## src/hdl/pcs_pkg.sv

```systemverilog
// Purpose: Shared constants and carrier types for the clock synthesizer block
// Assumes: One core clock; configuration arrives from the serial register front end
// Notes:   Every field position and configuration register reset value used by the design lives here
`default_nettype none
package pcs_pkg;
	// Register offsets
	localparam logic [7:0] PCS_OFS_PLL_ADC = 8'h04;
	localparam logic [7:0] PCS_OFS_AUX     = 8'h06;
	// Register reset values
	localparam logic [7:0] PCS_RST_PLL_ADC = 8'h00;
	localparam logic [7:0] PCS_RST_AUX     = 8'h00;
	// Field positions in pll_and_adc_clock_config
	localparam int PCS_M_LSB   = 0;
	localparam int PCS_N_LSB   = 2;
	localparam int PCS_SEL_BIT = 4;
	// Field positions in aux_clock_output_config
	localparam int PCS_P_DIS_BIT = 0;
	localparam int PCS_P_INV_BIT = 1;
	localparam int PCS_R_LSB     = 2;
	localparam int PCS_Q_DIS_BIT = 4;
	localparam int PCS_Q_INV_BIT = 5;
	localparam int PCS_L_LSB     = 6;
	// Receive path latency in sampling-clock periods
	localparam int PCS_RX_LAT = 10;
	localparam int PCS_RX_W   = 12;
	// Width in bits of the reference period counter, which counts core cycles
	localparam int PCS_CNT_W  = 8;
	// Largest legal exponent for the N and L divide fields
	localparam logic [1:0] PCS_EXP_MAX2 = 2'h2;

	typedef struct packed {
		logic       adc_from_vco;
		logic [1:0] n_exp;
		logic [1:0] m_exp;
	} pcs_pll_cfg_s;

	typedef struct packed {
		logic [1:0] l_exp;
		logic       q_inv;
		logic       q_dis;
		logic [1:0] r_exp;
		logic       p_inv;
		logic       p_dis;
	} pcs_aux_cfg_s;
endpackage
`default_nettype wire

```

## src/hdl/pcs_delay_line.sv

```systemverilog
// Purpose: Fixed pipeline delay for receive samples, advanced on sampling enables
// Assumes: shift_en is a one-cycle pulse per sampling period
// Notes:   Read data always comes from a register
`default_nettype none
module pcs_delay_line #(
	parameter int WIDTH = 12,
	parameter int DEPTH = 10
) (
	input  wire logic             core_clk,
	input  wire logic             srst,
	input  wire logic             shift_en,
	input  wire logic [WIDTH-1:0] din,
	output logic      [WIDTH-1:0] dout
);
	logic [WIDTH-1:0] mem      [DEPTH];
	logic [WIDTH-1:0] next_mem [DEPTH];
	logic [WIDTH-1:0] next_dout;

	// Shift one stage per sampling period; output register adds the last stage
	always_comb begin
		next_dout = dout;
		for (int i = 0; i < DEPTH; i++) begin
			next_mem[i] = mem[i];
		end
		if (shift_en) begin
			next_dout  = mem[DEPTH-1];
			next_mem[0] = din;
			for (int i = 1; i < DEPTH; i++) begin
				next_mem[i] = mem[i-1];
			end
		end
	end

	always_ff @(posedge core_clk) begin
		if (srst) begin
			dout <= '0;
			for (int i = 0; i < DEPTH; i++) begin
				mem[i] <= '0;
			end
		end else begin
			dout <= next_dout;
			for (int i = 0; i < DEPTH; i++) begin
				mem[i] <= next_mem[i];
			end
		end
	end
endmodule
`default_nettype wire

```

## src/hdl/pcs_clock_synth.sv

```systemverilog
// Purpose: Clock synthesizer: PLL multiplier model, ADC clock select, two aux clock outputs
// Assumes: core_clk is far faster than the reference; reference_input is asynchronous
// Notes:   Clocks are produced as levels and one-cycle enables on core_clk
`default_nettype none
module pcs_clock_synth (
	input  wire logic                         core_clk,
	input  wire logic                         srst,
	input  wire logic                         reference_input,
	input  wire logic                         reg_wr,
	input  wire logic [7:0]                   reg_addr,
	input  wire logic [7:0]                   reg_wdata,
	output logic      [7:0]                   reg_rdata,
	input  wire logic                         full_duplex,
	input  wire logic [1:0]                   interp_exp,
	input  wire logic [pcs_pkg::PCS_RX_W-1:0] rx_gain_sample,
	output logic      [pcs_pkg::PCS_RX_W-1:0] rx_data,
	output logic                              adc_clk,
	output logic                              adc_sample_en,
	output logic                              dac_update_en,
	output logic                              tx_word_en,
	output logic                              receive_word_clock,
	output logic                              primary_clock_output,
	output logic                              reference_clock_output
);
	import pcs_pkg::*;

	pcs_pll_cfg_s pll_cfg, next_pll_cfg;
	pcs_aux_cfg_s aux_cfg, next_aux_cfg;

	// Configuration registers written by the serial front end
	always_comb begin
		next_pll_cfg = pll_cfg;
		next_aux_cfg = aux_cfg;
		if (reg_wr && reg_addr == PCS_OFS_PLL_ADC) begin
			next_pll_cfg.m_exp        = reg_wdata[PCS_M_LSB +: 2];
			next_pll_cfg.n_exp        = reg_wdata[PCS_N_LSB +: 2];
			next_pll_cfg.adc_from_vco = reg_wdata[PCS_SEL_BIT];
		end
		if (reg_wr && reg_addr == PCS_OFS_AUX) begin
			next_aux_cfg.p_dis = reg_wdata[PCS_P_DIS_BIT];
			next_aux_cfg.p_inv = reg_wdata[PCS_P_INV_BIT];
			next_aux_cfg.r_exp = reg_wdata[PCS_R_LSB +: 2];
			next_aux_cfg.q_dis = reg_wdata[PCS_Q_DIS_BIT];
			next_aux_cfg.q_inv = reg_wdata[PCS_Q_INV_BIT];
			next_aux_cfg.l_exp = reg_wdata[PCS_L_LSB +: 2];
		end
	end

	always_ff @(posedge core_clk) begin
		if (srst) begin
			pll_cfg <= pcs_pll_cfg_s'(PCS_RST_PLL_ADC[4:0]);
			aux_cfg <= pcs_aux_cfg_s'(PCS_RST_AUX);
		end else begin
			pll_cfg <= next_pll_cfg;
			aux_cfg <= next_aux_cfg;
		end
	end

	// Read back; unmapped offsets read as zero
	always_comb begin
		case (reg_addr)
			PCS_OFS_PLL_ADC: reg_rdata = {3'h0, pll_cfg};
			PCS_OFS_AUX:     reg_rdata = aux_cfg;
			default:         reg_rdata = 8'h00;
		endcase
	end

	// Clamp a two-bit exponent whose top code is not legal
	function automatic logic [1:0] pcs_clamp2(input logic [1:0] e);
		return (e > PCS_EXP_MAX2) ? PCS_EXP_MAX2 : e;
	endfunction

	// Ones in the chain bits below a two-bit exponent
	function automatic logic [2:0] pcs_low_mask(input logic [1:0] e);
		return (3'h1 << e) - 3'h1;
	endfunction

	// Pick a level from the VCO or one tap of its divider chain
	function automatic logic pcs_tap(input logic lvl, input logic [2:0] ch, input logic [1:0] e);
		case (e)
			2'h0:    return lvl;
			2'h1:    return ch[0];
			2'h2:    return ch[1];
			default: return ch[2];
		endcase
	endfunction

	// Clock generation state. It is cleared only by the first reset after power up,
	// so the aux outputs keep running through every later reset.
	logic                 clk_alive = 1'b0;
	logic                 ref_meta, ref_s, ref_d;
	logic [PCS_CNT_W-1:0] ref_cnt, ref_per, vco_ph;
	logic [2:0]           div_chain;
	logic [1:0]           ref_div;
	logic [PCS_CNT_W-1:0] next_ref_cnt, next_ref_per, next_vco_ph, vco_per;
	logic [2:0]           next_div_chain;
	logic [1:0]           next_ref_div;
	logic                 ref_rise, vco_tick, vco_lvl, clk_init;

	assign ref_rise = ref_s && !ref_d;
	assign clk_init = srst && !clk_alive;

	// The VCO period follows the measured reference period shifted by the multiply exponent
	always_comb begin
		vco_per = ref_per >> pll_cfg.m_exp;
		if (vco_per == '0) begin
			vco_per = PCS_CNT_W'(1);
		end
		vco_tick       = (vco_ph == vco_per - PCS_CNT_W'(1));
		vco_lvl        = (vco_ph < (vco_per >> 1));
		next_ref_cnt   = ref_cnt + PCS_CNT_W'(1);
		next_ref_per   = ref_per;
		next_vco_ph    = vco_tick ? '0 : vco_ph + PCS_CNT_W'(1);
		next_div_chain = vco_tick ? div_chain + 3'h1 : div_chain;
		next_ref_div   = ref_div;
		if (ref_rise) begin
			next_ref_cnt   = '0;
			next_ref_per   = ref_cnt + PCS_CNT_W'(1);
			next_vco_ph    = '0;
			// Clear only the bits below the multiply exponent; the upper bits divide the
			// VCO below the reference rate and must keep counting across reference edges
			next_div_chain = next_div_chain & ~pcs_low_mask(pll_cfg.m_exp);
			next_ref_div   = ref_div + 2'h1;
		end
	end

	// Reference synchroniser and divider chain; not held by later resets
	always_ff @(posedge core_clk) begin
		clk_alive <= clk_alive | srst;
		ref_meta  <= reference_input;
		ref_s     <= ref_meta;
		ref_d     <= ref_s;
		if (clk_init) begin
			ref_cnt   <= '0;
			ref_per   <= PCS_CNT_W'(1);
			vco_ph    <= '0;
			div_chain <= '0;
			ref_div   <= '0;
		end else begin
			ref_cnt   <= next_ref_cnt;
			ref_per   <= next_ref_per;
			vco_ph    <= next_vco_ph;
			div_chain <= next_div_chain;
			ref_div   <= next_ref_div;
		end
	end

	// Clock selection and output stage
	logic adc_lvl, adc_d, p_raw, q_raw;
	always_comb begin
		adc_lvl = pll_cfg.adc_from_vco
			? pcs_tap(vco_lvl, div_chain, pcs_clamp2(pll_cfg.n_exp))
			: ref_s;
		p_raw = pcs_tap(vco_lvl, div_chain, aux_cfg.r_exp);
		case (pcs_clamp2(aux_cfg.l_exp))
			2'h0:    q_raw = ref_s;
			2'h1:    q_raw = ref_div[0];
			default: q_raw = ref_div[1];
		endcase
	end

	always_ff @(posedge core_clk) begin
		adc_d <= adc_lvl;
	end

	assign adc_clk       = adc_lvl;
	assign adc_sample_en = adc_lvl && !adc_d;
	assign dac_update_en = vco_tick;
	// Word strobe: one converter update in every 2^interp_exp, locked to the chain
	assign tx_word_en = vco_tick
		&& (div_chain & pcs_low_mask(interp_exp)) == pcs_low_mask(interp_exp);
	// Full duplex moves nibbles, so its word clock is the chain one tap faster than the word rate, or the VCO level itself when interp_exp is 0
	assign receive_word_clock = full_duplex
		? pcs_tap(vco_lvl, div_chain, (interp_exp == 2'h0) ? 2'h0 : interp_exp - 2'h1)
		: adc_lvl;
	assign primary_clock_output   = !aux_cfg.p_dis && (p_raw ^ aux_cfg.p_inv);
	assign reference_clock_output = !aux_cfg.q_dis && (q_raw ^ aux_cfg.q_inv);

	// Receive pipeline: ten sampling periods, plus half a period in full duplex
	logic [PCS_RX_W-1:0] rx_pipe, rx_half, next_rx_half;
	logic                adc_fall;
	assign adc_fall = !adc_lvl && adc_d;

	pcs_delay_line #(
		.WIDTH (PCS_RX_W),
		.DEPTH (PCS_RX_LAT)
	) u_rx_delay (
		.core_clk (core_clk),
		.srst     (srst),
		.shift_en (adc_sample_en),
		.din      (rx_gain_sample),
		.dout     (rx_pipe)
	);

	always_comb begin
		next_rx_half = adc_fall ? rx_pipe : rx_half;
	end

	always_ff @(posedge core_clk) begin
		if (srst) begin
			rx_half <= '0;
		end else begin
			rx_half <= next_rx_half;
		end
	end

	// Both sources are registers; the mux only picks the duplex mode
	assign rx_data = full_duplex ? rx_half : rx_pipe;
endmodule
`default_nettype wire

```

## config.mk

```make
export PLATFORM = sky130hd
export DESIGN_NAME = pcs_clock_synth
export DESIGN_NICKNAME = d
export VERILOG_FILES = /design/src/hdl/pcs_pkg.sv /design/src/hdl/pcs_delay_line.sv /design/src/hdl/pcs_clock_synth.sv
export SDC_FILE = /design/constraint.sdc
export NUM_CORES = 1
export LEC_CHECK = 0
export BUFFER_PORTS_ARGS = -buffer_cell sky130_fd_sc_hd__clkbuf_2
export CAP_MARGIN = 10
export CORE_ASPECT_RATIO = 1.5
export CORE_MARGIN = 1
export CORE_UTILIZATION = 40
export CTS_CLUSTER_DIAMETER = 60
export DETAILED_ROUTE_END_ITERATION = 12
export SLEW_MARGIN = 15
export SYNTH_ARGS = -nofsm -noshare
export SYNTH_HDL_FRONTEND = slang
export SYNTH_SLANG_ARGS = --single-unit
```

## constraint.sdc

```tcl
create_clock -name core_clk -period 4.7 [get_ports core_clk]
set_input_delay 0.94 -clock core_clk [delete_from_list [all_inputs] [get_ports core_clk]]
set_output_delay 0.94 -clock core_clk [all_outputs]
set_load 0.005 [all_outputs]
```

---- After elaboration in Yosys (flattened, before gate mapping) ----
Memory sizes are Yosys's and may differ from the RTL's.
Index checks and enable logic that the tools add are counted.
word-level totals
  flip-flop bits (word level) ............. 71
  memory bits (writable) .................. 120
  input port bits ......................... 35
  memories kept ........................... 1
cells by class
  $add $sub $neg .......................... 8
  $lt $le $gt $ge ......................... 3
  equal/unequal tests ..................... 11
  shift-type cells ........................ 3
  multiplexer cells ....................... 28
  bitwise gates (word level) .............. 16
  reductions and logical operators ........ 23
memory list
  memory          depth  bits a word  read ports  clocked after Yosys merged registers in  write ports  RTL line              RTL
  u_rx_delay.mem  10     12           10          0                                        10           pcs_delay_line.sv:15  logic [WIDTH-1:0] mem [DEPTH];
operator list
  operator                                          number
  2-to-1 mux 12 bit                                 11
  2-to-1 mux 120 bit                                1
  adder 8 x 1 -> 8 bit, second input constant       2
  == test 8 x 3 -> 1 bit, second input constant     2
  case mux 8 bit (2 select lines)                   1
  OR 1 bit                                          11
  logical NOT 2 bit                                 5
  logical AND 1 bit                                 9
  case mux 1 bit (3 select lines)                   3
  == test 2 x 1 -> 1 bit, second input constant     4
  == test 8 bit                                     1
  logical NOT 8 bit                                 1
  less-than comparator 8 x 7 -> 1 bit               1
  2-to-1 mux 8 bit                                  1
  right shift 8 x 2 -> 8 bit                        1
  subtractor 8 x 1 -> 8 bit, second input constant  1
  bitwise AND 3 bit                                 2
  == test 2 bit, second input constant              3
  logical NOT 1 bit                                 6
  2-to-1 mux 2 bit                                  3
  2-to-1 mux 3 bit                                  2
  left shift 1 x 2 -> 3 bit, first input constant   2
  subtractor 3 x 1 -> 3 bit, second input constant  2
  2-to-1 mux 1 bit                                  5
  other kinds (10)                                  12

---- Depth between registers and ports, before layout ----
Gate-level depths: netlist (run 1).
  depth after elaboration ................. 9
  gate-level depth with buffers ........... 16
  gate-level depth less buffers ........... 12

---- By module ----
From an unflattened synthesis (run 1), not the netlist that was laid out.
second synthesis, totals
  cell total of the unflattened synthesis .. 806
  area, all modules ....................... 8,124.0 sq um
by module, submodules not included
  module           times used  cells each  area an instance (sq um)  seq. area each (sq um)
  pcs_delay_line   1           426         4,699.5                   2,642.5
  pcs_clock_synth  1           380         3,424.5                   1,181.1

---- Worst setup path after synthesis (run 1) ----
No wires, ideal clock.
  path type ............................... register -> output
  from .................................... register pll_cfg[0] (netlist bit)
  to ...................................... output tx_word_en
  arrival ................................. 2,935 ps
  data required time ...................... 3,760 ps
  path slack .............................. 825 ps
  stages on the path, launching flop included .. 16
  cell sequence ........................... dfxtp_1 -> buf_6 -> buf_6 -> and2_1 -> nor4_1 -> o211ai_1 -> and2_1 -> ha_1 -> xnor2_1 -> nor2b_1 -> mux2i_1 -> a221oi_2 -> o211ai_2 -> nor3_1 -> buf_2 -> o211a_1
on the way
  cells in the longest elaborated chain, start to end .. 6
RTL lines
  what                            RTL line                RTL
  from (decl)                     pcs_clock_synth.sv:27   pcs_pll_cfg_s pll_cfg, next_pll_cfg;
  from (signal assigned)          pcs_clock_synth.sv:51   pll_cfg <= pcs_pll_cfg_s'(PCS_RST_PLL_ADC[4:0]);
  from (signal assigned)          pcs_clock_synth.sv:54   pll_cfg <= next_pll_cfg;
  right shift 8 x 2 -> 8 bit (*)  pcs_clock_synth.sv:105  vco_per = ref_per >> pll_cfg.m_exp;
  logical NOT 8 bit               pcs_clock_synth.sv:106  if (vco_per == '0) begin
  2-to-1 mux 8 bit (*)            pcs_clock_synth.sv:106
  subtractor 8 x 1 -> 8 bit (*)   pcs_clock_synth.sv:109  vco_tick = (vco_ph == vco_per - PCS_CNT_W'(1));
  == test 8 bit (*)               pcs_clock_synth.sv:109
  via dac_update_en               pcs_clock_synth.sv:19   output logic dac_update_en,
  logical AND 1 bit (*)           pcs_clock_synth.sv:171  && (div_chain & pcs_low_mask(interp_exp)) == pcs_low_mask(interp_exp);
  to (decl)                       pcs_clock_synth.sv:20   output logic tx_word_en,
The timed path passes the listed nets; every way through them passes the cells marked *.

---- Worst setup path in the final report (run 1) ----
  from .................................... register ref_per[5]
  to ...................................... output tx_word_en
on the way
  cells in the longest elaborated chain, start to end .. 6
RTL lines
  what                            RTL line                RTL
  from (decl)                     pcs_clock_synth.sv:92   logic [PCS_CNT_W-1:0] ref_cnt, ref_per, vco_ph;
  from (signal assigned)          pcs_clock_synth.sv:141  ref_per <= next_ref_per;
  right shift 8 x 2 -> 8 bit (*)  pcs_clock_synth.sv:105
  logical NOT 8 bit               pcs_clock_synth.sv:106
  2-to-1 mux 8 bit (*)            pcs_clock_synth.sv:106
  subtractor 8 x 1 -> 8 bit (*)   pcs_clock_synth.sv:109
  == test 8 bit (*)               pcs_clock_synth.sv:109
  logical AND 1 bit (*)           pcs_clock_synth.sv:171
Every way passes the cells marked *; elsewhere a longest branch is shown, timed or not.

==> impl_results.md, run 1 <==
* Outcome: complete, no violations
* Leading register cell type out of synthesis: dfxtp_1
* Synthesis-to-layout area growth at 13.2%
* Setup repair after global routing missed its margin: no
* Endpoint of the worst-slack reg-to-reg timing path: u_rx_delay.mem[0][57]
* DRC violation total after the first TritonRoute iteration at around 290
* Clock period minus final worst setup slack at roughly 4.4 ns
* Cell area after placement at 8470 µm²
* Static Leak at around 4.4 nW
* DRC violation count after routing at 0
* Clk Latency, worst-skew pair at 0.43 ns
* Cell depth of the worst hold path at 0
* Transition time at the pin with the least slew margin at 0.968 ns
* Total setup violations reported at the end of the flow at 0
* Worst Path Max Fanout at 10
* Flop2flop setup slack at 1.02 ns
* Die extent in y at 175 µm
* Startpoint of the most critical register-to-register path: pll_cfg[0]
* Data arrival, critical path at 3.46 ns
* Routed WL per cell at between 10 and 15 µm
* Cells traversed along the worst timing path: or2_2 > a21oi_1 > o211ai_1 > and2_1 > ha_1 > xnor2_1 > nor2b_1 > mux2i_1 > a221oi_2 > o211ai_2 > nor3_2 > o211a_1 > clkbuf_2
* Number of library cell types mapped by synthesis at 54
* Number of post-CTS setup repair buffers at 0
* Via count of the first global-routing pass at 5176
* Core Area at 19700 µm²
* Async set-or-reset flop fraction in the synthesized netlist at 0
* HPWL after detailed placement at about 11 mm
* Cell with the biggest individual delay on the critical path: dfxtp_1
* Max_cap viols at 0
* Worst-case hold slack at 0.346 ns
* Type of the most critical hold path: flip-flop to flip-flop
* IO Pins at 62
* Min-delay src: ref_meta
* Global-route wire length before repair at 25.6 mm
* Worst reg-to-reg path cell count at 13
* Total congestion overflow at 0
* Starting density of the core at 0.406
* Number of rows created at floorplan at 63
* Chip width at 118 µm
* Clock transition at the register clock pins on the worst setup and hold paths after CTS at 0.07 ns
* CTS root buffer: clkbuf_16
* Number of I/O port buffers at 61
* Maximum frequency from static timing analysis at 228 MHz
* Summed negative setup slack over all endpoints at 0 ns
* Die area at a little over 20000 µm²
* Largest net degree at the start of global routing at between 100 and 150
* Number of enable flip-flop cells after synthesis at 0
* Worst slack at placement at 0.463 ns
* Maximum number of buffers from clock root to sink at 2
* DRT Pass-1 Iters at 4
* Fraction of final layout cells with drive strength greater than 1 at 0.159
* Clk_skew at approximately 0.012 ns
* Area of all placed cells without fillers at between 9000 and 10000 µm²
* Via Count at 5517
* Share of synthesized area occupied by flip-flops and latches at 0.477
* Most common cell after layout, fill and taps aside: dfxtp_1
* FF+latch count, synth at about 190
* WP data required at 3.76 ns
* Number of nets in the finished design at 886
* Worst vdd rail ir drop at 254 µV
* Largest stage delay on the critical path at 0.42 ns
* Number of endpoints with negative hold slack in the final report at 0
* Nature of the critical path endpoint: output pin
* Post-Route WL at 15.3 mm
* GRT Overall Usage at 0.154
* Slew Viols, Final at 0
* Num Clock Sinks at 191
* Crit Path Class: flip-flop to output pin
* Number of warning messages in the yosys log at 0
* CTS tree: built
* Cell count after synthesis at 803
* Crit path setup slack, layout at just over 0.3 ns
* Avg Synthesized Cell Area at 9.98 µm²
* Depth of the CTS H-tree at 4
* Slew headroom at 0.355
* Most frequent cells in the layout: 189 x dfxtp_1, 188 x nor2_1, 169 x mux2i_1
* Average via count per standard cell at roughly 5
* Fraction of the cycle the final worst path needs at 0.935
* Number of antenna violations at the first check in global routing at 0
* Number of clock buffers inserted by TritonCTS at 17
* End point of the most critical hold path: ref_s
* Post-route ant nets at 0
* RD Place Congestion at 0.858
* Area of the mapped netlist at between 8000 and 9000 µm²
* Total inserted antenna cells at 0
* Synth Net Count at 848
* Power density cells at ~410 nW/µm²
* Type of origin of the critical path: flip-flop
[logic make-up after synthesis]
kind of cell	count (synthesis)	synth area share
adder cells (fa/ha/maj)	10	0.0156
XOR/XNOR	23	0.0251
flip-flops	191	0.477
buffers and inverters	64	0.0381
multiplexers	189	0.245
AO/OA/AOI/OAI	49	0.0467
AND/OR/NAND/NOR	277	0.152
[where the power goes]
part           internal [mW]  total (mW)  switching (mW)
registers               1.69        1.79           0.100
clock network          0.764        1.41           0.646
logic                  0.258       0.538           0.280
[synthesized netlist by cell type, drive strengths merged (6+ instances only)]
library cell  number  area, µm²
inv               13       48.8
nand3             11       55.1
or2                6       37.5
nor2             188        706
xnor2             12        105
buf               23        151
dfxtp            191       3820
ha                10        125
mux2i            170       1710
nand2             17       63.8
mux2              16        184
and3               8       50.1
nor3              11       55.1
nor2b              8       50.1
a21oi              6       30.0
o21ai              8       40.0
a211oi             7       52.6
nand2b             8       50.1
clkbuf            28        105
xor2              11       96.3
[repair_timing]
item | in CTS | in global routing
hold endpoints to repair | 0 | 0
setup endpoints to repair | 1 | 3
gates resized for setup | 1 | 2
hold buffers | 0 | 0
[worst max-delay path, delay by kind of cell, from the launching register on]
family	cells	cell delay, ns
compound gates	5	1.03
simple gates	4	0.97
flops	1	0.42
fa+ha+maj	1	0.22
xor+xnor	1	0.21
buf+inv	1	0.10
mux	1	0.09
[stage by stage]
stage	power [mW]	utilization	cells
3_3_place_gp	2.37	0.430	1082
6_report	3.74	0.460	1114
3_5_place_dp	2.37	0.430	1082
2_1_floorplan	2.24	-	803
5_1_grt	3.93	0.460	1114
4_1_cts	3.79	0.460	1114
[flip-flops by register name (all words and copies together), names as in the netlist]
register / cells
u_rx_delay.mem: 120
rx_half: 12
u_rx_delay.dout: 12
aux_cfg: 8
ref_cnt: 8
ref_per: 8
vco_ph: 8
pll_cfg: 5
div_chain: 3
ref_div: 2
adc_d: 1
clk_alive: 1
ref_d: 1
ref_meta: 1
ref_s: 1
[worst max path at each step]
stage / startpoint / endpoint / slack (ns) / cells after the start
6_report: ref_per[5] / tx_word_en / 0.30 / 13
5_1_grt: pll_cfg[0] / tx_word_en / 0.008 / 13
4_1_cts: pll_cfg[1] / tx_word_en / 0.11 / 13
3_5_place_dp: pll_cfg[0] / tx_word_en / 0.46 / 13
3_3_place_gp: pll_cfg[0] / tx_word_en / 0.59 / 13
2_1_floorplan: pll_cfg[0] / tx_word_en / 0.83 / 15
[final cells by class]
type | count | area, µm²
Fill cell | 1922 | 10600
Multi-Input combinational cell | 548 | 3890
Sequential cell | 191 | 3830
Clock buffer | 18 | 439
Timing Repair Buffer | 70 | 388
Tap cell | 260 | 325
Clock inverter | 14 | 144
Inverter | 13 | 48.8
[metal layers]
metal	vias up	track usage	routed length, µm
li1	2832	-	-
met4	0	0.0673	329
met3	14	0.0328	408
met2	88	0.279	7990
met5	-	0	0
met1	2583	0.174	6550
No activity file was read; power rests on OpenSTA's default activity.
==> run 2: changes to the inputs <==
--- a/config.mk
+++ b/config.mk
@@ -8,7 +8,7 @@
 export BUFFER_PORTS_ARGS = -buffer_cell sky130_fd_sc_hd__clkbuf_2
 export CAP_MARGIN = 10
 export CORE_ASPECT_RATIO = 1.5
-export CORE_MARGIN = 1
+export CORE_MARGIN = 4
 export CORE_UTILIZATION = 40
 export CTS_CLUSTER_DIAMETER = 60
 export DETAILED_ROUTE_END_ITERATION = 12
==> impl_results.md, run 2 (synthesized netlist as in run 1, its figures left out) <==
* Routed WL per cell at around 14 µm
* Power density cells at 409 nW/µm²
* HPWL after detailed placement at 10.4 mm
* Number of rows created at floorplan at 63
* Maximum number of buffers from clock root to sink at 2
* Synthesis-to-layout area growth at 13.0%
* Combinational share of power at 0.144
* GRT Overall Usage at 0.139
* Setup repair after global routing missed its margin: no
* Summed negative setup slack over all endpoints at 0 ns
* Post-route ant nets at 0
* Worst slack at placement at 0.390 ns
* Fraction of final layout cells with drive strength greater than 1 at 0.155
* Dominant delay contributor by cell family on the critical path: simple AND/OR/NAND/NOR gates
* Via Count at 5504
* Starting density of the core at 0.406
* Static Leak at 4.35 nW
* Register containing the most flip-flops in the final layout: u_rx_delay.mem
* DRC violation total after the first TritonRoute iteration at approximately 290
* Die extent in y at 181 µm
* Post-Route WL at 15.1 mm
* RD Place Congestion at 0.859
* Slew Viols, Final at 0
* Crit path buffers/inverters at 1
* Worst Path Max Fanout at 20
* Met2 routed wirelength at 7.68 mm
* Transition time at the pin with the least slew margin at 0.954 ns
* Nature of the critical path endpoint: output pin
* Clock period minus final worst setup slack at 4.42 ns
* Die area at between 20000 and 25000 µm²
* Number of nets in the finished design at 886
* Number of I/O port buffers at 61
* Number of antenna violations at the first check in global routing at 0
* Global-route wire length before repair at ~25 mm
* Total inserted antenna cells at 0
* Switch share at 0.266
* Data arrival, critical path at between 3 and 4 ns
* Clock share of power at 0.372
* Fin util at 0.459
* Cell area after placement at 8470 µm²
* Worst vdd rail ir drop at 226 µV
* Area of all placed cells without fillers at 9050 µm²
* Worst-case hold slack at between 0.3 and 0.4 ns
* Endpoint of the worst-slack reg-to-reg timing path: u_rx_delay.mem[0][30]
* End point of the most critical hold path: ref_s
* Total congestion overflow at 0
* Most common cell after layout, fill and taps aside: dfxtp_1
* Chip width at 124 µm
* Maximum frequency from static timing analysis at approximately 230 MHz
* Outcome: complete, no violations
* Largest stage delay on the critical path at 0.44 ns
* Power consumption at 3.70 mW
* Startpoint of the most critical setup path: pll_cfg[0]
* Via count of the first global-routing pass at 5275
* CTS root buffer: clkbuf_16
* Number of flip-flops in the largest register at between 100 and 150
* Met3 WL post-DR at 460 µm
* Crit path setup slack, layout at between 0.2 and 0.3 ns
* Clock transition at the register clock pins on the worst setup and hold paths after CTS at 0.07 ns
* Power dissipated by switching net loads at 0.983 mW
* DRT Pass-1 Iters at 5
* Slew headroom at 0.364
* Core Area at slightly below 20000 µm²
* CTS tree: built
* Highest metal layer with signal wires: met4
* WP data required at 3.76 ns
* Average via count per standard cell at 4.94
* Internal power at 2.72 mW
* Cell with the biggest individual delay on the critical path: dfxtp_2
* Num Clock Sinks at 191
* Cells traversed along the worst timing path: and2_1 > nor4_1 > o211ai_1 > and2_1 > ha_1 > xnor2_1 > nor2b_1 > mux2i_1 > a221oi_2 > o211ai_2 > nor3_2 > o211a_1 > clkbuf_2
* Top Registers: u_rx_delay.mem: 120 flops, rx_half: 12 flops, u_rx_delay.dout: 12 flops
* Share of power burned in registers at 0.484
* Startpoint of the most critical register-to-register path: pll_cfg[0]
* DRC violation count after routing at 0
* Crit Path Class: flip-flop to output pin
* Number of clock buffers inserted by TritonCTS at 17
* Flop2flop setup slack at 1.12 ns
* Placed cells at 1082
* Type of the most critical hold path: flip-flop to flip-flop
* Number of endpoints with negative hold slack in the final report at 0
* IO Pins at 62
* Most frequent cells in the layout: 189 x dfxtp_1, 188 x nor2_1, 169 x mux2i_1
* Largest net degree at the start of global routing at 108
* CP most frequent cell: and2_1
* Worst reg-to-reg path cell count at 10
* Layout fillers at 1888
* Type of origin of the critical path: flip-flop
* Total setup violations reported at the end of the flow at 0
* Clk_skew at 0.0113 ns
* Hold-fix buffer count after cts at 0
* Depth of the CTS H-tree at 4
* Max_cap viols at 0
* Final standard cell count with taps included and fillers excluded at 1114
* Fraction of the cycle the final worst path needs at 0.939
* Cell depth of the worst hold path at 0
* Min-delay src: ref_meta
* Clk Latency, worst-skew pair at 0.42 ns
* Total routed wire length on the met1 layer at 6.52 mm
[run 2: changes by cell type in the layout (fill, tap and decap cells not counted), sizes merged]
cell      before  now
clkbuf        78   83
inv           21   16
clkinv         2    4
clkinvlp       3    1
[run 2: worst max-delay path by stage]
stage	end	cells after the start
CTS	tx_word_en	13
detailed placement	tx_word_en	13
global route	tx_word_en	13
floorplan	tx_word_en	15
finish	tx_word_en	13
global placement	tx_word_en	13
[run 2: timing repair]
item / CTS / global route
resized for setup: 1 / 2
setup buffers: 0 / 0
setup endpoints to repair: 1 / 2
[run 2: cell type report]
type | count | area, µm² | area share
clock inverter | 9 | 101 | 0.0112
inverter | 13 | 48.8 | 0.00539
clock buffer | 23 | 468 | 0.0517
tap | 260 | 325 | 0.0359
multi-input combinational | 548 | 3890 | 0.430
sequential | 191 | 3830 | 0.423
timing repair buffer | 70 | 388 | 0.0429
[run 2: power groups by stage]
stage / sequential, mW / clock, mW / combinational [mW]
floorplan: 1.78 / 0 / 0.456
global placement: 1.83 / 0 / 0.533
detailed placement: 1.83 / 0 / 0.535
CTS: 1.79 / 1.42 / 0.537
global route: 1.80 / 1.48 / 0.593
finish: 1.79 / 1.38 / 0.533
[run 2: per-layer routing]
metal  track usage  vias to the layer above
met5             0                        -
met1         0.161                     2564
met2         0.242                       92
met4        0.0603                        0
met3        0.0301                       26
li1              -                     2822
